**src/pkg/imc_pkg.sv**
```systemverilog
// shared constants and types of the incoming message controller
package imc_pkg;

  // ----------------------------------------
  // timing
  // ----------------------------------------
  localparam int CLK_FREQ_KHZ   = 100000;
  localparam int LINE_RATE_KBPS = 2560;
  // bit period rounds down so the sampler never lags the line
  localparam int BIT_CYCLES     = CLK_FREQ_KHZ / LINE_RATE_KBPS;
  localparam int DWELL_US       = 40;
  localparam int DWELL_CYCLES   = DWELL_US * CLK_FREQ_KHZ / 1000;

  // ----------------------------------------
  // sizes
  // ----------------------------------------
  localparam int NUM_PORTS = 70;
  localparam int BUF_BYTES = 256;

  // ----------------------------------------
  // message codes, incoming
  // ----------------------------------------
  localparam logic [7:0] CODE_IN_IDLE = 8'h7e;
  localparam logic [7:0] CODE_REQUEST = 8'h3c;
  localparam logic [7:0] CODE_CANNOT  = 8'h5a;
  localparam logic [7:0] CODE_MARKER  = 8'ha5;

  // ----------------------------------------
  // message codes, outgoing
  // ----------------------------------------
  localparam logic [7:0] CODE_IDLE_LO = 8'h7e;
  localparam logic [7:0] CODE_IDLE_HI = 8'h7d;
  localparam logic [7:0] CODE_SEND    = 8'h66;
  localparam logic [7:0] CODE_GOOD    = 8'h99;
  localparam logic [7:0] CODE_BAD     = 8'hc3;

  // ----------------------------------------
  // reset values
  // ----------------------------------------
  localparam logic [7:0] RESET_BYTE = 8'h00;

  // ----------------------------------------
  // types
  // ----------------------------------------
  typedef enum logic [2:0] {
    ERR_NONE, ERR_TIMEOUT, ERR_SEQUENCE, ERR_LENGTH, ERR_CHECKSUM, ERR_OVERRUN
  } error_kind_t;

  typedef enum {
    SEQ_SCAN, SEQ_AWAIT_MARKER, SEQ_GET_LENGTH, SEQ_GET_BYTES, SEQ_CHECK, SEQ_REPLY
  } seq_state_t;

endpackage

```
**src/pkg/byte_stream_if.sv**
```systemverilog
// valid/ready stream carrying an address and a byte
`timescale 1ns/100ps
interface byte_stream_if #(parameter int WIDTH = 16);
  logic             valid;
  logic             ready;
  logic [WIDTH-1:0] data;
  modport src (output valid, output data, input ready);
  modport snk (input valid, input data, output ready);
endinterface

```
**src/rtl/incoming_message_controller.sv**
```systemverilog
// receive-side message controller: port scan, handshake, message store
`timescale 1ns/100ps

// What this block does
// - a sequencer walks one message transfer and drives the parts other than the synchroniser, bit timer and processor access
// - each scanned port is watched for 40 us for request, cannot-accept or idle
// - reply stream carries idle, send, good ack or bad ack
// - incoming stream decodes idle, request, cannot-accept and data marker
// - bit counter gives bit position and fixes byte alignment of the input
// - the chosen reply byte is shifted out serially to the line
// - byte counter counts message bytes and is the buffer write address
// - each incoming byte is caught in an eight-bit latch
// - stored length equal to byte counter plus one marks the last byte
// - each byte but the last is added to the running sum of earlier bytes
// - last byte and sum are stored; equality gives checksum good
// - protocol faults of each stage are kept in an error kind register
// - buffer access is shared between byte counter writes and processor access
// - a port selector names the port being served
// - request means sender wants to send; send means receiver is ready
// - good ack reports success, bad ack reports failure
// - the data marker starts a data message
// - low idle fills quiet time; high idle asks for high priority only
// - line runs at 2.56 Mbps in logic-level form
// - buffer holds 256 eight-bit bytes; messages are up to 255 bytes long
// - up to 70 ports are scanned
// - checksum is validated and faults reported during the transfer
module incoming_message_controller
  import imc_pkg::*;
#(
  parameter int PORTS = NUM_PORTS,
  parameter int DEPTH = BUF_BYTES
) (
  // clock and reset
  input  wire logic                       CLK,
  input  wire logic                       ARST_N,
  // serial link
  input  wire logic                       RX_DATA,
  output logic                            TX_DATA,
  output logic [$clog2(PORTS)-1:0]        PORT_SEL,
  input  wire logic                       HIGH_PRIORITY_ONLY,
  // processor access to the message buffer
  input  wire logic                       CPU_SEL,
  input  wire logic                       CPU_WE,
  input  wire logic [$clog2(DEPTH)-1:0]   CPU_ADDR,
  input  wire logic [7:0]                 CPU_WDATA,
  output logic [7:0]                      CPU_RDATA,
  output logic                            CPU_ACK,
  // message status
  output logic                            MSG_DONE,
  output logic [$clog2(DEPTH)-1:0]        MSG_LENGTH,
  output logic [2:0]                      ERROR_KIND,
  output logic                            ERROR_PULSE
);

  localparam int AW   = $clog2(DEPTH);
  localparam int PSW  = $clog2(PORTS);
  localparam int BTW  = $clog2(BIT_CYCLES);
  localparam int DWW  = $clog2(DWELL_CYCLES);

  // ----------------------------------------
  // declarations
  // ----------------------------------------
  seq_state_t       rx_sequencer;
  seq_state_t       next_state;
  error_kind_t      rx_error_kind_reg;
  logic             rx_meta;
  logic             rx_sync;
  logic [BTW-1:0]   bit_timer;
  logic             bit_strobe;
  logic [6:0]       rx_shift;
  logic [7:0]       rx_word;
  logic [2:0]       bit_position_counter;
  logic             hunt_hit;
  logic             rx_done;
  logic [7:0]       rx_byte_latch;
  logic             is_idle;
  logic             is_request;
  logic             is_cannot;
  logic             is_marker;
  logic [DWW-1:0]   scan_dwell_timer;
  logic             dwell_expired;
  logic [AW-1:0]    rx_length_reg;
  logic [AW-1:0]    rx_byte_counter;
  logic [7:0]       running_sum;
  logic [7:0]       check_byte;
  logic [7:0]       check_sum;
  logic             check_good;
  logic             last_byte;
  logic             reply_good;
  logic [7:0]       reply_code;
  logic [2:0]       tx_bit;
  logic [7:0]       tx_shift;
  logic             tx_load;
  logic             accept_request;
  logic             advance_port;
  logic             err_timeout;
  logic             err_sequence;
  logic             err_length;
  logic             err_overrun;
  logic             err_checksum;
  logic [7:0]       rx_message_buffer [DEPTH];

  byte_stream_if #(.WIDTH(AW + 8)) in_if ();
  byte_stream_if #(.WIDTH(AW + 8)) out_if ();

  // ----------------------------------------
  // input synchroniser and bit timing
  // ----------------------------------------
  always_ff @(posedge CLK or negedge ARST_N) begin
    if (!ARST_N) begin
      rx_meta <= 1'b1;
      rx_sync <= 1'b1;
    end else begin
      rx_meta <= RX_DATA;
      rx_sync <= rx_meta;
    end
  end

  // one strobe per line bit, shared by receiver and reply serializer
  always_ff @(posedge CLK or negedge ARST_N) begin
    if (!ARST_N) begin
      bit_timer <= '0;
    end else if (bit_strobe) begin
      bit_timer <= '0;
    end else begin
      bit_timer <= bit_timer + 1'b1;
    end
  end
  assign bit_strobe = (bit_timer == BTW'(BIT_CYCLES - 1));

  // ----------------------------------------
  // message decoder
  // ----------------------------------------
  assign rx_word    = {rx_shift, rx_sync};
  assign is_idle    = (rx_word == CODE_IN_IDLE);
  assign is_request = (rx_word == CODE_REQUEST);
  assign is_cannot  = (rx_word == CODE_CANNOT);
  assign is_marker  = (rx_word == CODE_MARKER);
  // while scanning, idle, request or cannot-accept re-fixes the byte boundary
  assign hunt_hit   = is_idle || is_request || is_cannot;
  assign rx_done    = bit_strobe && ((rx_sequencer == SEQ_SCAN) ? hunt_hit
                                     : (bit_position_counter == 3'd7));

  always_ff @(posedge CLK or negedge ARST_N) begin
    if (!ARST_N) begin
      rx_shift <= '1;
    end else if (bit_strobe) begin
      rx_shift <= rx_word[6:0];
    end
  end

  always_ff @(posedge CLK or negedge ARST_N) begin
    if (!ARST_N) begin
      bit_position_counter <= '0;
    end else if (rx_done) begin
      bit_position_counter <= '0;
    end else if (bit_strobe) begin
      bit_position_counter <= bit_position_counter + 1'b1;
    end
  end

  always_ff @(posedge CLK or negedge ARST_N) begin
    if (!ARST_N) begin
      rx_byte_latch <= RESET_BYTE;
    end else if (rx_done) begin
      rx_byte_latch <= rx_word;
    end
  end

  // ----------------------------------------
  // sequencer
  // ----------------------------------------
  assign accept_request = (rx_sequencer == SEQ_SCAN) && rx_done && is_request;
  assign err_timeout    = (rx_sequencer == SEQ_AWAIT_MARKER) && dwell_expired && !rx_done;
  assign err_sequence   = (rx_sequencer == SEQ_AWAIT_MARKER) && rx_done
                          && !is_marker && !is_request;
  assign err_length     = (rx_sequencer == SEQ_GET_LENGTH) && rx_done
                          && (rx_word == RESET_BYTE);
  assign err_overrun    = (rx_sequencer == SEQ_GET_BYTES) && rx_done && !in_if.ready;
  assign err_checksum   = (rx_sequencer == SEQ_CHECK) && !check_good;
  assign advance_port   = ((rx_sequencer == SEQ_SCAN) && rx_done && !is_request)
                          || ((rx_sequencer == SEQ_SCAN) && dwell_expired && !rx_done)
                          || err_timeout
                          || ((rx_sequencer == SEQ_REPLY) && tx_load);

  always_comb begin
    next_state = rx_sequencer;
    case (rx_sequencer)
      SEQ_SCAN: begin
        if (accept_request) begin
          next_state = SEQ_AWAIT_MARKER;
        end
      end
      SEQ_AWAIT_MARKER: begin
        if (rx_done && is_marker) begin
          next_state = SEQ_GET_LENGTH;
        end else if (err_sequence) begin
          next_state = SEQ_REPLY;
        end else if (err_timeout) begin
          next_state = SEQ_SCAN;
        end
      end
      SEQ_GET_LENGTH: begin
        if (err_length) begin
          next_state = SEQ_REPLY;
        end else if (rx_done) begin
          next_state = SEQ_GET_BYTES;
        end
      end
      SEQ_GET_BYTES: begin
        if (err_overrun) begin
          next_state = SEQ_REPLY;
        end else if (rx_done && last_byte) begin
          next_state = SEQ_CHECK;
        end
      end
      SEQ_CHECK: begin
        next_state = SEQ_REPLY;
      end
      SEQ_REPLY: begin
        if (tx_load) begin
          next_state = SEQ_SCAN;
        end
      end
      default: begin
        next_state = SEQ_SCAN;
      end
    endcase
  end

  always_ff @(posedge CLK or negedge ARST_N) begin
    if (!ARST_N) begin
      rx_sequencer <= SEQ_SCAN;
    end else begin
      rx_sequencer <= next_state;
    end
  end

  // ----------------------------------------
  // port selector and dwell timer
  // ----------------------------------------
  always_ff @(posedge CLK or negedge ARST_N) begin
    if (!ARST_N) begin
      PORT_SEL <= '0;
    end else if (advance_port) begin
      PORT_SEL <= (PORT_SEL == PSW'(PORTS - 1)) ? '0 : PORT_SEL + 1'b1;
    end
  end

  // reused while waiting for the marker so a peer repeating requests cannot hang the scan
  always_ff @(posedge CLK or negedge ARST_N) begin
    if (!ARST_N) begin
      scan_dwell_timer <= DWW'(DWELL_CYCLES - 1);
    end else if (advance_port || accept_request) begin
      scan_dwell_timer <= DWW'(DWELL_CYCLES - 1);
    end else if (!dwell_expired) begin
      scan_dwell_timer <= scan_dwell_timer - 1'b1;
    end
  end
  assign dwell_expired = (scan_dwell_timer == '0);

  // ----------------------------------------
  // length, byte count and checksum
  // ----------------------------------------
  assign last_byte = (AW'(rx_byte_counter + 1'b1) == rx_length_reg);

  always_ff @(posedge CLK or negedge ARST_N) begin
    if (!ARST_N) begin
      rx_length_reg <= '0;
    end else if ((rx_sequencer == SEQ_GET_LENGTH) && rx_done) begin
      rx_length_reg <= rx_word[AW-1:0];
    end
  end

  always_ff @(posedge CLK or negedge ARST_N) begin
    if (!ARST_N) begin
      rx_byte_counter <= '0;
      running_sum     <= RESET_BYTE;
    end else if ((rx_sequencer == SEQ_GET_LENGTH) && rx_done) begin
      rx_byte_counter <= '0;
      running_sum     <= RESET_BYTE;
    end else if ((rx_sequencer == SEQ_GET_BYTES) && rx_done && in_if.ready && !last_byte) begin
      rx_byte_counter <= rx_byte_counter + 1'b1;
      running_sum     <= running_sum + rx_word;
    end
  end

  always_ff @(posedge CLK or negedge ARST_N) begin
    if (!ARST_N) begin
      check_byte <= RESET_BYTE;
      check_sum  <= RESET_BYTE;
    end else if ((rx_sequencer == SEQ_GET_BYTES) && rx_done && in_if.ready && last_byte) begin
      check_byte <= rx_word;
      check_sum  <= running_sum;
    end
  end
  assign check_good = (check_byte == check_sum);

  always_ff @(posedge CLK or negedge ARST_N) begin
    if (!ARST_N) begin
      reply_good <= 1'b0;
    end else if (rx_sequencer == SEQ_CHECK) begin
      reply_good <= check_good;
    end else if (accept_request || err_sequence || err_length || err_overrun) begin
      reply_good <= 1'b0;
    end
  end

  // ----------------------------------------
  // error kind register
  // ----------------------------------------
  always_ff @(posedge CLK or negedge ARST_N) begin
    if (!ARST_N) begin
      rx_error_kind_reg <= ERR_NONE;
      ERROR_PULSE       <= 1'b0;
    end else begin
      ERROR_PULSE <= err_timeout || err_sequence || err_length || err_overrun
                     || err_checksum;
      if (err_timeout) begin
        rx_error_kind_reg <= ERR_TIMEOUT;
      end else if (err_sequence) begin
        rx_error_kind_reg <= ERR_SEQUENCE;
      end else if (err_length) begin
        rx_error_kind_reg <= ERR_LENGTH;
      end else if (err_overrun) begin
        rx_error_kind_reg <= ERR_OVERRUN;
      end else if (err_checksum) begin
        rx_error_kind_reg <= ERR_CHECKSUM;
      end else if (accept_request) begin
        rx_error_kind_reg <= ERR_NONE;
      end
    end
  end
  assign ERROR_KIND = rx_error_kind_reg;

  always_ff @(posedge CLK or negedge ARST_N) begin
    if (!ARST_N) begin
      MSG_DONE   <= 1'b0;
      MSG_LENGTH <= '0;
    end else begin
      MSG_DONE <= (rx_sequencer == SEQ_REPLY) && tx_load && reply_good;
      if ((rx_sequencer == SEQ_REPLY) && tx_load && reply_good) begin
        MSG_LENGTH <= rx_length_reg;
      end
    end
  end

  // ----------------------------------------
  // reply select and serializer
  // ----------------------------------------
  always_comb begin
    case (rx_sequencer)
      SEQ_AWAIT_MARKER: reply_code = CODE_SEND;
      SEQ_REPLY:        reply_code = reply_good ? CODE_GOOD : CODE_BAD;
      default:          reply_code = HIGH_PRIORITY_ONLY ? CODE_IDLE_HI : CODE_IDLE_LO;
    endcase
  end

  assign tx_load = bit_strobe && (tx_bit == 3'd7);

  always_ff @(posedge CLK or negedge ARST_N) begin
    if (!ARST_N) begin
      tx_bit   <= '0;
      tx_shift <= CODE_IDLE_LO;
    end else if (bit_strobe) begin
      tx_bit <= tx_bit + 1'b1;
      if (tx_load) begin
        tx_shift <= reply_code;
      end else begin
        tx_shift <= {tx_shift[6:0], 1'b0};
      end
    end
  end
  assign TX_DATA = tx_shift[7];

  // ----------------------------------------
  // byte path into the message buffer
  // ----------------------------------------
  // a byte arriving while the fifo is full is dropped and flagged as overrun
  assign in_if.valid = (rx_sequencer == SEQ_GET_BYTES) && rx_done;
  assign in_if.data  = {rx_byte_counter, rx_word};

  two_entry_buffer #(.WIDTH(AW + 8), .DEPTH(2)) byte_fifo (
    .clk    (CLK),
    .arst_n (ARST_N),
    .fill   (in_if),
    .drain  (out_if)
  );

  // processor wins the port; the fifo absorbs the stall
  assign out_if.ready = !CPU_SEL;

  always_ff @(posedge CLK) begin
    if (CPU_SEL && CPU_WE) begin
      rx_message_buffer[CPU_ADDR] <= CPU_WDATA;
    end else if (out_if.valid && out_if.ready) begin
      rx_message_buffer[out_if.data[AW+7:8]] <= out_if.data[7:0];
    end
  end

  always_ff @(posedge CLK or negedge ARST_N) begin
    if (!ARST_N) begin
      CPU_RDATA <= RESET_BYTE;
      CPU_ACK   <= 1'b0;
    end else begin
      CPU_ACK <= CPU_SEL;
      if (CPU_SEL && !CPU_WE) begin
        CPU_RDATA <= rx_message_buffer[CPU_ADDR];
      end
    end
  end
endmodule // incoming_message_controller

```
**src/rtl/two_entry_buffer.sv**
```systemverilog
// small fifo between the receiver and the message buffer write port
`timescale 1ns/100ps
module two_entry_buffer
  import imc_pkg::*;
#(
  parameter int WIDTH = 16,
  parameter int DEPTH = 2
) (
  // clock and reset
  input wire logic   clk,
  input wire logic   arst_n,
  // streams
  byte_stream_if.snk fill,
  byte_stream_if.src drain
);

  localparam int PW = (DEPTH > 1) ? $clog2(DEPTH) : 1;

  logic [WIDTH-1:0] slot [DEPTH];
  logic [PW-1:0]    wr_ptr;
  logic [PW-1:0]    rd_ptr;
  logic [PW:0]      fill_count;
  logic             push;
  logic             pop;

  assign fill.ready  = (fill_count != (PW+1)'(DEPTH));
  assign drain.valid = (fill_count != '0);
  assign drain.data  = slot[rd_ptr];
  assign push        = fill.valid && fill.ready;
  assign pop         = drain.valid && drain.ready;

  always_ff @(posedge clk) begin
    if (push) begin
      slot[wr_ptr] <= fill.data;
    end
  end

  always_ff @(posedge clk or negedge arst_n) begin
    if (!arst_n) begin
      wr_ptr <= '0;
      rd_ptr <= '0;
    end else begin
      if (push) begin
        wr_ptr <= (wr_ptr == PW'(DEPTH - 1)) ? '0 : wr_ptr + 1'b1;
      end
      if (pop) begin
        rd_ptr <= (rd_ptr == PW'(DEPTH - 1)) ? '0 : rd_ptr + 1'b1;
      end
    end
  end

  always_ff @(posedge clk or negedge arst_n) begin
    if (!arst_n) begin
      fill_count <= '0;
    end else if (push && !pop) begin
      fill_count <= fill_count + 1'b1;
    end else if (pop && !push) begin
      fill_count <= fill_count - 1'b1;
    end
  end
endmodule // two_entry_buffer

```
**config.mk**
```make
export PLATFORM = sky130hd
export DESIGN_NAME = incoming_message_controller
export DESIGN_NICKNAME = d
export VERILOG_FILES = /design/src/pkg/imc_pkg.sv /design/src/pkg/byte_stream_if.sv /design/src/rtl/incoming_message_controller.sv /design/src/rtl/two_entry_buffer.sv
export SDC_FILE = /design/constraint.sdc
export NUM_CORES = 2
export LEC_CHECK = 0
export BUFFER_PORTS_ARGS = -buffer_cell sky130_fd_sc_hd__buf_4
export CORE_ASPECT_RATIO = 0.8
export CORE_MARGIN = 10
export CORE_UTILIZATION = 57
export CTS_CLUSTER_SIZE = 24
export DETAILED_ROUTE_END_ITERATION = 10
export PLACE_DENSITY = 0.87
export SLEW_MARGIN = 20
export SYNTH_ARGS = -nofsm -noshare
export SYNTH_HDL_FRONTEND = slang
export SYNTH_SLANG_ARGS = --single-unit
```
**constraint.sdc**
```tcl
create_clock -name CLK -period 13.9 [get_ports CLK]
set_input_delay 1.39 -clock CLK [delete_from_list [all_inputs] [get_ports CLK]]
set_output_delay 1.39 -clock CLK [all_outputs]
set_load 0.03 [all_outputs]
```
==> results.yml <==
global_route:
  grt.overflow.total: 0
  grt_start_max_net_pins: 257
  antenna_found_initial: 17
  grt_pass1_wl_mm: 338
  grt_usage_pct: 27.8
  grt_pass1_vias: 47000
run_status:
  status: "completed"
synth:
  synth-edff-count: 2080
  synthArstFlopShare_pct: 5.37
  synth_cells: 4290
  seq_area_frac_synth_pct: 75.9
  ys_warn_count: 0
  avgSynthCellArea_um2: 20.1
  synth.net_count: 4331
  syn-cell-area_mm2: 0.0862
  synth_top_area_share_pct: 72.4
  synth_top_cell_by_area: "edfxtp_1"
  ys_types: 77
  ys_seq_elements: 2198
  synth_ff_type: "edfxtp_1"
  synth_area_leaders: "edfxtp_1 72%, mux4_2 13%, dfrtp_1 2.7%, mux2i_1 1.5%, nor2_1 1.4%"
finish:
  nets: 4393
  top_register: "rx_message_buffer"
  top_regs: "rx_message_buffer (2048), byte_fifo.slot (32), scan_dwell_timer (12)"
  fin_util_pct: 63.1
  final_common_cell: "edfxtp_1"
  drive_above_1_share_pct: 22.0
  area_growth_pct: 9.82
  final_cell_mix: "2,080 x edfxtp_1, 501 x mux4_2, 328 x nor2_1"
  largest_reg_flops: 2048
power:
  leakage_uw: 0.0299
  vdd_drop_max_v: 0.000140
  powerDensity_mw_per_mm2: 138
cts:
  post-cts-setup-buffer-count: 0
  numClockSinks: 2198
  h-tree-depth: 4
  insertion_delay_ps: 880
  cts-buffers-inserted: 187
  cts-root-buf: "clkbuf_16"
  cts_resized: 0
  clk_pin_slew_ps: 70
  hold_buffers: 0
  cts_max_path_buffers: 3
  cts_tree: "yes"
timing:
  slew_viol_final: 0
  setup_violations: 0
  timing.hold.ws_ps: 356
  worstMarginPinSlew_ps: 1340
  fin_crit_ps: 5670
  clock_skew_ps: 54.6
  post-route-period-util_pct: 40.8
  rsz0062_at_grt: "false"
  max_freq_mhz: 176
  hold_viol_final: 0
  slew-limit-headroom_pct: 10.0
setup_path:
  critPathTopFamily: "buffers and inverters"
  slowest_stage: "nor4_1"
  worstPathBufferInverterCount: 3
  cp_max_fo: 100
  crit_type: "in2reg"
  start_kind: "input pin"
  cp_cell_sequence: "buf_8 -> buf_4 -> buf_4 -> mux4_2 -> mux2i_1 -> nor2_1 -> nor4_1 -> nor4_1 -> o211ai_1 -> nand4_1"
  cp_data_required_time_ps: 14550
  arrival_ps: 6320
  end_kind: "flop"
  max_stage_delay_ps: 1020
worst_hold_path:
  hold_path_class: "reg2reg"
floorplanning:
  io_pins: 52
  die-width_um: 455
  die_h_um: 368
  core_mm2: 0.150
  row_count: 127
  dieArea_mm2: 0.167
  initial_core_util_pct: 57.4
drt:
  drt-total-wl_mm: 234
  drt-initial-drc-count: 8888
  antenna_left: 0
  first_pass_iters: 7
  vias: 47600
  wl_per_cell_um: 35.8
  drt-vias-per-instance: 7.31
  drc: 0
placed_design:
  port_buffers: 51
  place_hpwl_mm: 128
  place_congestion: 0.870
flow_run:
  drv_cap: 0
==> cell families after synthesis <==
family          count (synthesis)  synth area share [%]
flops                        2198                  75.9
compound gates                360                  2.90
xor+xnor                       41                 0.416
mux                           678                  15.2
simple gates                  737                  3.89
buf+inv                       257                  1.37
fa+ha+maj                      19                 0.284
==> path summary, 6_finish.rpt <==
| check | slack (ps) | endpoint | from | cells past startpoint |
|---|---|---|---|---|
| max | 8230 | CPU_RDATA[7]$_DFFE_PN0P_ | CPU_ADDR[1] | 10 |
| max reg2reg | 9070 | rx_message_buffer[17][0]$_DFFE_PP_ | byte_fifo.rd_ptr$_DFFE_PN0P_ | 5 |
| max in group asynchronous | 12000 | CPU_RDATA[2]$_DFFE_PN0P_ | ARST_N | 2 |
| min in group asynchronous | 480 | tx_bit[2]$_DFFE_PN0N_ | ARST_N | 1 |
| min reg2reg | 360 | rx_sync$_DFF_PN1_ | rx_meta$_DFF_PN1_ | 0 |
| min | 360 | rx_sync$_DFF_PN1_ | rx_meta$_DFF_PN1_ | 0 |
==> cell usage after synthesis, types with 6 or more instances <==
cell / n
nor3_1: 26
mux2_2: 36
edfxtp_1: 2080
or3_1: 10
a22oi_1: 44
nand2b_1: 20
o211ai_1: 18
mux2i_1: 131
buf_1: 25
ha_1: 18
clkbuf_1: 105
dfrtp_1: 93
a31oi_1: 11
inv_1: 10
o31ai_1: 9
a22o_1: 15
and2_1: 10
nor4_1: 21
a21oi_1: 24
xnor2_1: 27
buf_4: 27
a221oi_1: 14
o21bai_1: 6
buf_2: 87
o21ai_0: 56
or4_1: 9
nand3_1: 33
a211oi_1: 20
nand2_1: 191
o22ai_1: 79
dfstp_2: 25
mux2_4: 10
and3_1: 11
nor2_1: 331
o21a_1: 11
xor2_1: 14
mux4_2: 501
nor2b_1: 18
nand4_1: 19
o221ai_1: 12
==> through the flow <==
stage / power [uW] / instances / TNS (ps) / area [um^2] / worst slack [ps]
finish: 13100 / 6522 / 0 / 94700 / 8230
global route: 13300 / 6505 / 0 / 94700 / 8240
CTS: 13000 / 6500 / 0 / 94600 / 8580
detailed placement: 8010 / 6159 / 0 / 88700 / 7770
global placement: 7990 / 6155 / 0 / 88700 / 7410
floorplan: 7840 / 4290 / -43170 / 86200 / -21.1
==> where the power goes <==
group | leakage (uW) | internal (uW) | total [uW] | switching (uW)
combinational | 0.00693 | 208 | 633 | 424
clock | 0.00283 | 2730 | 5180 | 2450
sequential | 0.0201 | 7250 | 7280 | 22.4
==> routing by layer <==
metal / track usage [%] / up-vias / wire, um / share of wire, %
li1: - / 17700 / - / -
met1: 36.5 / 24000 / 77100 / 33
met2: 41.3 / 4911 / 106000 / 45
met3: 10.2 / 1013 / 36700 / 16
met4: 13.5 / 12 / 13600 / 5.8
met5: 0 / - / 92 / 0.039
==> cell type report <==
cell class                      count  area, um^2
Antenna cell                       19        47.5
Timing Repair Buffer              119        1060
Tap cell                         1999        2500
Inverter                           11        41.3
Sequential cell                  2198       65400
Clock inverter                    102         840
Fill cell                        9061       55500
Clock buffer                      239        4980
Multi-Input combinational cell   1835       19800
No activity file was read; power rests on OpenSTA's default activity.
